<file path="src/stats_pkg.sv">
// Constants for the MAC frame statistics counter bank.
package stats_pkg;
    // ==========================================================
    // Counter bank layout
    localparam int NUM_CNT   = 9;
    localparam int CNT_MAXW  = 24;
    localparam int IDX_TX_OK = 0;
    localparam int IDX_ONE   = 1;
    localparam int IDX_MANY  = 2;
    localparam int IDX_RX_OK = 3;
    localparam int IDX_FCS   = 4;
    localparam int IDX_ALIGN = 5;
    localparam int IDX_DEFER = 6;
    localparam int IDX_LATE  = 7;
    localparam int IDX_EXCESS = 8;

    // ==========================================================
    // Register byte addresses
    localparam logic [31:0] TX_OK_OFF     = 32'hf802c040;
    localparam logic [31:0] ONE_COL_OFF   = 32'hf802c044;
    localparam logic [31:0] MANY_COL_OFF  = 32'hf802c048;
    localparam logic [31:0] RX_OK_OFF     = 32'hf802c04c;
    localparam logic [31:0] FCS_ERR_OFF   = 32'hf802c050;
    localparam logic [31:0] ALIGN_ERR_OFF = 32'hf802c054;
    localparam logic [31:0] DEFER_OFF     = 32'hf802c058;
    localparam logic [31:0] LATE_COL_OFF  = 32'hf802c05c;
    localparam logic [31:0] EXCESS_OFF    = 32'hf802c060;
    localparam logic [31:0] CTRL_OFF      = 32'hf802c0f0;
    localparam logic [31:0] CFG_OFF       = 32'hf802c0f4;
    localparam logic [31:0] IRQ_STAT_OFF  = 32'hf802c0f8;
    localparam logic [31:0] IRQ_MASK_OFF  = 32'hf802c0fc;
    localparam logic [31:0] CNT_OFF [NUM_CNT] = '{TX_OK_OFF, ONE_COL_OFF, MANY_COL_OFF,
        RX_OK_OFF, FCS_ERR_OFF, ALIGN_ERR_OFF, DEFER_OFF, LATE_COL_OFF, EXCESS_OFF};
    localparam int CNT_W [NUM_CNT] = '{24, 16, 16, 24, 8, 8, 16, 8, 8};

    // ==========================================================
    // Control and configuration fields, reset values
    localparam int CTRL_RX_EN_BIT  = 2;
    localparam int CTRL_CNT_WE_BIT = 7;
    localparam int CFG_BIG_BIT     = 8;
    localparam logic [NUM_CNT-1:0] MASK_RST = 9'h000;
    localparam logic [31:0] RDATA_RST = 32'h0000_0000;

    // ==========================================================
    // Frame limits
    localparam int MIN_LEN     = 64;
    localparam int MAX_LEN     = 1518;
    localparam int MAX_LEN_BIG = 1536;
    localparam int MANY_COL_MAX = 15;
endpackage

</file>
<file path="src/mac_frame_statistics_counters.sv">
// Statistics counter bank of a 10/100 MAC with a classic Wishbone slave.
//
// Design decision made here: the Wishbone interface to the registers.
`timescale 1ns/100ps
module mac_frame_statistics_counters
    import stats_pkg::*;
#(
    parameter int LEN_W = 11
) (
    // Clock and reset
    input  wire logic             ref_clk,
    input  wire logic             rst,
    // Wishbone classic slave
    input  wire logic             wb_cyc_i,
    input  wire logic             wb_stb_i,
    input  wire logic             wb_we_i,
    input  wire logic [31:0]      wb_adr_i,
    input  wire logic [3:0]       wb_sel_i,
    input  wire logic [31:0]      wb_dat_i,
    output logic      [31:0]      wb_dat_o,
    output logic                  wb_ack_o,
    // Transmit outcome, valid with tx_done
    input  wire logic             tx_done,
    input  wire logic             tx_underrun,
    input  wire logic             tx_excess_col,
    input  wire logic [4:0]       tx_col_count,
    input  wire logic             tx_deferred,
    input  wire logic             tx_late_col,
    // Receive outcome, valid with rx_done
    input  wire logic             rx_done,
    input  wire logic             rx_addr_match,
    input  wire logic             rx_copied,
    input  wire logic [LEN_W-1:0] rx_length,
    input  wire logic             rx_crc_bad,
    input  wire logic             rx_odd_bits,
    input  wire logic             rx_symbol_err,
    // Interrupt
    output logic                  irq_o
);

    // ==========================================================
    // Elaboration checks
    // The length port must hold the big-frame limit.
    if (LEN_W < 11) begin : g_len_chk
        $error("LEN_W too small for frame lengths");
    end

    // ==========================================================
    // Helpers
    // All-ones mask of counter i within the widest counter.
    function automatic logic [CNT_MAXW-1:0] cnt_mask(input int i);
        cnt_mask = CNT_MAXW'((32'h1 << CNT_W[i]) - 32'h1);
    endfunction

    // Byte-lane merge of a write into an old word.
    function automatic logic [31:0] lane_merge(input logic [31:0] old_v,
                                               input logic [31:0] new_v,
                                               input logic [3:0]  sel);
        lane_merge = old_v;
        for (int b = 0; b < 4; b++) begin
            if (sel[b]) begin
                lane_merge[8*b +: 8] = new_v[8*b +: 8];
            end
        end
    endfunction

    // ==========================================================
    // State
    typedef struct packed {
        logic [NUM_CNT-1:0][CNT_MAXW-1:0] cnt;
        logic [NUM_CNT-1:0]               stat;
        logic [NUM_CNT-1:0]               mask;
        logic                             rx_en;
        logic                             cnt_we;
        logic                             big;
        logic                             ack;
        logic [31:0]                      rdata;
        logic                             irq;
    } state_t;

    state_t s_r;
    state_t s_nxt;

    logic               req;
    logic               rd_req;
    logic               wr_req;
    logic [NUM_CNT-1:0] hit;
    logic [NUM_CNT-1:0] inc;
    logic               tx_ok;
    logic               len_ok;
    logic [LEN_W-1:0]   max_len;

    // ==========================================================
    // Bus decode
    // A request is taken once; the registered ack ends it next cycle.
    assign req    = wb_cyc_i & wb_stb_i & ~s_r.ack;
    assign rd_req = req & ~wb_we_i;
    assign wr_req = req & wb_we_i;

    // One-hot hit of the counter words.
    // Addresses match in full, so an alias of a counter word is unmapped and reads zero.
    always_comb begin
        for (int i = 0; i < NUM_CNT; i++) begin
            hit[i] = (wb_adr_i == CNT_OFF[i]);
        end
    end

    // ==========================================================
    // Event classification
    // An underrun frame touches no other counter, so it gates all transmit terms.
    // The engines must hold a frame's fields valid in the cycle of its done pulse.
    assign tx_ok   = tx_done & ~tx_underrun & ~tx_excess_col;
    assign max_len = s_r.big ? LEN_W'(MAX_LEN_BIG) : LEN_W'(MAX_LEN);
    assign len_ok  = (rx_length >= LEN_W'(MIN_LEN)) && (rx_length <= max_len);

    // Per-counter increment pulses, one per completed frame.
    always_comb begin
        inc = '0;
        inc[IDX_TX_OK] = tx_ok;
        inc[IDX_ONE]   = tx_ok && (tx_col_count == 5'h01);
        inc[IDX_MANY]  = tx_ok && (tx_col_count >= 5'h02)
                         && (tx_col_count <= 5'(MANY_COL_MAX));
        // Late collisions are already inside tx_col_count, so they count twice.
        inc[IDX_LATE]  = tx_done & ~tx_underrun & tx_late_col;
        inc[IDX_DEFER] = tx_done & tx_deferred & ~tx_underrun
                         & (tx_col_count == 5'h00);
        inc[IDX_EXCESS] = tx_done & ~tx_underrun & tx_excess_col;
        // Receive terms advance only while reception is enabled.
        inc[IDX_RX_OK] = s_r.rx_en & rx_done & rx_addr_match & rx_copied & len_ok
                         & ~rx_crc_bad & ~rx_odd_bits & ~rx_symbol_err;
        inc[IDX_FCS]   = s_r.rx_en & rx_done & len_ok & ~rx_odd_bits
                         & (rx_crc_bad | rx_symbol_err);
        inc[IDX_ALIGN] = s_r.rx_en & rx_done & len_ok & rx_odd_bits
                         & (rx_crc_bad | rx_symbol_err);
    end

    // ==========================================================
    // Next state
    // A frame event in the cycle of a read or write is added on top, never lost.
    always_comb begin
        logic [CNT_MAXW-1:0] base;
        logic [31:0]         wval;
        logic [31:0]         cval;
        logic [31:0]         mval;
        logic [NUM_CNT-1:0]  sat_ev;
        base   = '0;
        wval   = lane_merge(32'h0, wb_dat_i, wb_sel_i);
        cval   = '0;
        mval   = lane_merge({23'h0, s_r.mask}, wb_dat_i, wb_sel_i);
        sat_ev = '0;
        s_nxt  = s_r;
        s_nxt.ack   = req;
        s_nxt.rdata = s_r.rdata;
        // Every taken access starts from zero data, so a write is acked with zero.
        if (req) begin
            s_nxt.rdata = RDATA_RST;
        end
        for (int i = 0; i < NUM_CNT; i++) begin
            base = s_r.cnt[i];
            // Unselected byte lanes keep their old count.
            cval = lane_merge({8'h00, s_r.cnt[i]}, wb_dat_i, wb_sel_i);
            if (rd_req && hit[i]) begin
                s_nxt.rdata = {8'h00, s_r.cnt[i] & cnt_mask(i)};
                base = '0;
            end else if (wr_req && hit[i] && s_r.cnt_we) begin
                base = cval[CNT_MAXW-1:0] & cnt_mask(i);
            end
            // Saturate rather than wrap, so a slow reader sees a pinned value.
            if (inc[i] && (base != cnt_mask(i))) begin
                base = base + 1'b1;
                sat_ev[i] = (base == cnt_mask(i));
            end
            s_nxt.cnt[i] = base;
        end
        // Own control words.
        if (rd_req && (wb_adr_i == CTRL_OFF)) begin
            s_nxt.rdata[CTRL_RX_EN_BIT]  = s_r.rx_en;
            s_nxt.rdata[CTRL_CNT_WE_BIT] = s_r.cnt_we;
        end
        if (rd_req && (wb_adr_i == CFG_OFF)) begin
            s_nxt.rdata[CFG_BIG_BIT] = s_r.big;
        end
        if (rd_req && (wb_adr_i == IRQ_MASK_OFF)) begin
            s_nxt.rdata[NUM_CNT-1:0] = s_r.mask;
        end
        if (wr_req && (wb_adr_i == CTRL_OFF)) begin
            s_nxt.rx_en  = wval[CTRL_RX_EN_BIT] | (s_r.rx_en & ~wb_sel_i[0]);
            s_nxt.cnt_we = wval[CTRL_CNT_WE_BIT] | (s_r.cnt_we & ~wb_sel_i[0]);
        end
        if (wr_req && (wb_adr_i == CFG_OFF)) begin
            s_nxt.big = wval[CFG_BIG_BIT] | (s_r.big & ~wb_sel_i[1]);
        end
        if (wr_req && (wb_adr_i == IRQ_MASK_OFF)) begin
            s_nxt.mask = mval[NUM_CNT-1:0];
        end
        // Status is cleared by its read; a saturation in that cycle stays set.
        if (rd_req && (wb_adr_i == IRQ_STAT_OFF)) begin
            s_nxt.rdata[NUM_CNT-1:0] = s_r.stat;
            s_nxt.stat = sat_ev;
        end else begin
            s_nxt.stat = s_r.stat | sat_ev;
        end
        s_nxt.irq = |(s_nxt.stat & s_nxt.mask);
    end

    // ==========================================================
    // State register
    // Reset is synchronous and brings back zero counts with receive counting off.
    always_ff @(posedge ref_clk) begin
        if (rst) begin
            s_r        <= '0;
            s_r.mask   <= MASK_RST;
            s_r.rdata  <= RDATA_RST;
        end else begin
            s_r <= s_nxt;
        end
    end

    assign wb_dat_o = s_r.rdata;
    assign wb_ack_o = s_r.ack;
    assign irq_o    = s_r.irq;
endmodule

</file>
<file path="config.mk">
export PLATFORM = sky130hd
export DESIGN_NAME = mac_frame_statistics_counters
export DESIGN_NICKNAME = d
export VERILOG_FILES = /design/src/stats_pkg.sv /design/src/mac_frame_statistics_counters.sv
export SDC_FILE = /design/constraint.sdc
export NUM_CORES = 1
export LEC_CHECK = 0
export ABC_AREA = 1
export BUFFER_PORTS_ARGS = -buffer_cell sky130_fd_sc_hd__buf_4
export CAP_MARGIN = 20
export CORE_MARGIN = 2
export CORE_UTILIZATION = 40
export DETAILED_ROUTE_END_ITERATION = 8
export HOLD_SLACK_MARGIN = 0.12
export MAX_ROUTING_LAYER = met4
export SLEW_MARGIN = 30
export SYNTH_ARGS = -nofsm -noshare
export SYNTH_HDL_FRONTEND = slang
export SYNTH_SLANG_ARGS = --single-unit
</file>
<file path="constraint.sdc">
create_clock -name ref_clk -period 8.2 [get_ports ref_clk]
set_clock_uncertainty 0.05 [all_clocks]
set_input_delay 1.64 -clock ref_clk [delete_from_list [all_inputs] [get_ports ref_clk]]
set_output_delay 1.64 -clock ref_clk [all_outputs]
set_load 0.01 [all_outputs]
</file>
==> key figures <==
Clocking
  • Cts bufs inserted: 37
  • # H-tree levels: 2
  • Post-CTS Setup Bufs: 0
  • Reg clk slew, reported paths: around 60 ps
  • Clock tree sinks: about 260
  • Root buf cell: clkbuf_16
  • Clk buf depth: 3
  • Hold-fix buffer count after cts: 0
  • CTS tree: yes
  • Worst skew pair latency: approximately 560 ps
  • Post-cts resize count: 0

STA
  • Worst slew pin tran: 967 ps
  • RSZ-0062 raised after global routing: false
  • Fin. max-slew vios: 0
  • Setup violators final: 0
  • Fin crit share: 0.761
  • Rel. slew slack: 0.355
  • Min Tclk post-route: roughly 6200 ps
  • Fin. Hold Viols: 0
  • Setup TNS: 0 ps
  • Max Clk Rate: 160 MHz

Flow run
  • Max-Cap Viols: 0

Yosys
  • Unique masters post-synth: 52
  • Top_reg_cell synth: dfxtp_1
  • Sequential area share after synthesis: 0.232
  • Ys Warns: 0
  • Syn Area/Cell: a little under 6 µm²
  • #FFs+latches synth: approximately 260
  • Synth async-reset ratio: 0
  • Mapped Cells: between 3000 and 4000
  • EDFF count, synth: 0
  • Synthesized area: roughly 23000 µm²

GRT
  • First-pass GRT wire length: between 100000 and 150000 µm
  • GR Overflow Total: 0
  • Met3 Use GR: 0.0381
  • Initial antenna violation count: 1
  • Met1 usage: 0.420
  • Grt peak-use layer: met2
  • Met2 Usage GRT: 0.440
  • Number of global-route vias before repair: 23300
  • Gr usage total: 0.299
  • Largest net degree at the start of global routing: 96

Floorplan
  • DIE AREA: 58700 µm²
  • Die span in x: between 200 and 250 µm
  • Die H: about 240 µm
  • Effective utilization at floorplan: 0.403
  • I/O pin count: 134
  • Standard-cell rows: 87
  • Core Area: ~56000 µm²

Placement
  • Detailed placement HPWL: about 67000 µm
  • Routability cong.: 0.973
  • Placed Instances: between 4000 and 5000
  • Area after DPL: around 24000 µm²
  • IO Port Bufs: roughly 120

Outcome
  • Status: completed

Route
  • Routed Antenna Nets: 0
  • Post-Route WL: 88100 µm
  • # DRC: 0
  • First-pass DRT Iterations: 7
  • DR iter-0 viols: around 2500
  • DR WL/cell: 18.7 µm
  • DR vias: 26000
  • Via density: between 5 and 6

Layout
  • Non-filler cells, final: between 4000 and 5000
  • Register Area: 5270 µm²
  • Area occupied by multi-input gates: around 14000 µm²
  • Layout cell share with drive strength beyond 1: 0.0895
  • Fill count: around 6200
  • Final Net Count: about 4100
  • Cell area after layout: around 25000 µm²
  • Area growth syn-to-layout: 10.6%

Worst hold path
  • Hold depth: 2
  • Hold Startpoint: wb_dat_o[8]
  • Hold Path Class: reg2reg
  • Hold endpoint: wb_dat_o[8]

Critical path
  • Reg2reg end: irq_o
  • R2r setup slk: around 2900 ps
  • FF-to-FF Start: wb_ack_o
  • Data required, critical path: 8650 ps
  • Critical path peak fanout: 27
  • Crit path launch type: input pin
  • Worst Setup Path Type: in2reg
  • R2R depth: 26
  • CP endpoint kind: register
  • CP arrival: ~6700 ps

Pwr
  • Share of power burned in registers: 0.395
  • Net Sw Frac: 0.267
  • VDD IR max: about 0.11 mV
  • Pint: ~2.4 mW
  • Power Dens Cells: about 130 nW/µm²
  • Sw Pwr: 890 µW
  • Comb pwr share: 0.095
  • Leakage: between 10 and 15 nW
  • Clock share of power: 0.510
## state kept, by name, summed over array words and instances (netlist names), named ones only
signal / flops
s_r: 234
irq_o: 1
wb_ack_o: 1
wb_dat_o: 24
## how the worst max path moves through the flow
stage | from | end | slack (ps) | cells past startpoint
2_1_floorplan | wb_adr_i[23] | irq_o | 3530 | 29
3_3_place_gp | wb_cyc_i | irq_o | 1470 | 24
3_5_place_dp | wb_cyc_i | irq_o | 1330 | 22
4_1_cts | wb_cyc_i | irq_o | 1930 | 22
5_1_grt | wb_cyc_i | irq_o | 1580 | 28
6_report | wb_cyc_i | irq_o | 1960 | 28
## placed cells by master (no fill, tap or decap), drive strengths merged, types with 35 or more instances in the layout
cell type  synthesis  layout
a21oi            204     204
o21ai            296     296
nand2            901     901
dfxtp            263     263
a211oi            45      45
buf              106     152
nand4            165     165
xor2              50      50
nor2             605     605
inv              542     544
a31oi             35      35
nand3            437     437
clkbuf            79      54
## stage by stage
step	worst slack, ps	power [mW]	util	hold slack (ps)
floorplan	3530	1.53	-	396
global placement	1470	1.65	0.423	407
detailed placement	1330	1.65	0.424	427
CTS	1930	3.35	0.446	434
global route	1580	3.43	0.446	455
finish	1960	3.33	0.446	432
## Yosys cell counts (13+ instances only)
cell type,number,share of area
clkbuf_1,79,0.013
nor2_4,24,0.012
a221oi_1,15,0.0058
o211ai_1,23,0.0076
inv_1,531,0.088
buf_4,41,0.014
a21oi_1,200,0.044
nand2_1,886,0.15
nand2_2,14,0.0039
nor2_2,43,0.012
dfxtp_1,263,0.23
nor2_1,535,0.088
o221ai_1,15,0.0058
nand3_2,33,0.015
nand4_1,165,0.045
nand3_1,401,0.088
buf_2,52,0.011
a31oi_1,35,0.0096
a211oi_1,45,0.015
o22ai_1,22,0.0061
nor3_1,31,0.0068
xor2_1,50,0.019
o21ai_0,280,0.062
o21ai_1,13,0.0029
ha_1,26,0.014
## power groups by stage
stage               Clock [mW]  Sequential (mW)  Combinational [mW]
floorplan                    0             1.34               0.190
global route              1.76             1.32               0.346
CTS                       1.72             1.32               0.310
global placement             0             1.34               0.307
detailed placement           0             1.34               0.308
finish                    1.70             1.32               0.317
## worst max-delay path, cell delays in order
cell and delay (ps):
buf_4 110, nand2_1 90, nor2_4 110, inv_2 370
nor2_2 250, buf_4 220, nand2_1 280, buf_4 390
inv_1 160, nor2_2 370, ha_1 350, nand3_1 130
nor2_1 600, nand2_1 200, inv_1 150, nand2_1 80
xor2_1 160, nor2_1 180, nand3_1 90, nor2_1 150
nand2_1 150, nand2_1 90, nand2_1 50, nand2_1 70
nor2_1 50, nand3_1 70, nand2_1 50, inv_1 70
## cell families (layout without fill, tap and decap cells)
kind of cell | after synthesis | after routing | synth area share
AND/OR/NAND/NOR | 2168 | 2168 | 0.432
buffers and inverters | 736 | 767 | 0.134
AO/OA/AOI/OAI | 665 | 665 | 0.165
flip-flops | 263 | 263 | 0.232
XOR/XNOR | 56 | 56 | 0.0216
adder cells (fa/ha/maj) | 26 | 26 | 0.0143
other | 1 | 9 | 0.000165
multiplexers | 1 | 1 | 0.000441
## routing by layer
layer / up-vias / part of all wire
met5: - / 0
met1: 11900 / 0.46
met2: 1070 / 0.42
li1: 12900 / -
met4: 0 / 0.032
met3: 128 / 0.084
## area by class of cell
type,count,share of cell area
clock inverters,10,0.00638
multi-input cells,2924,0.574
flip-flops and latches,263,0.210
clock buffers,54,0.0434
repair buffers,152,0.0462
well taps,756,0.0377
inverters,551,0.0826
diodes,1,0.0000996
No activity file was read; power rests on OpenSTA's default activity.
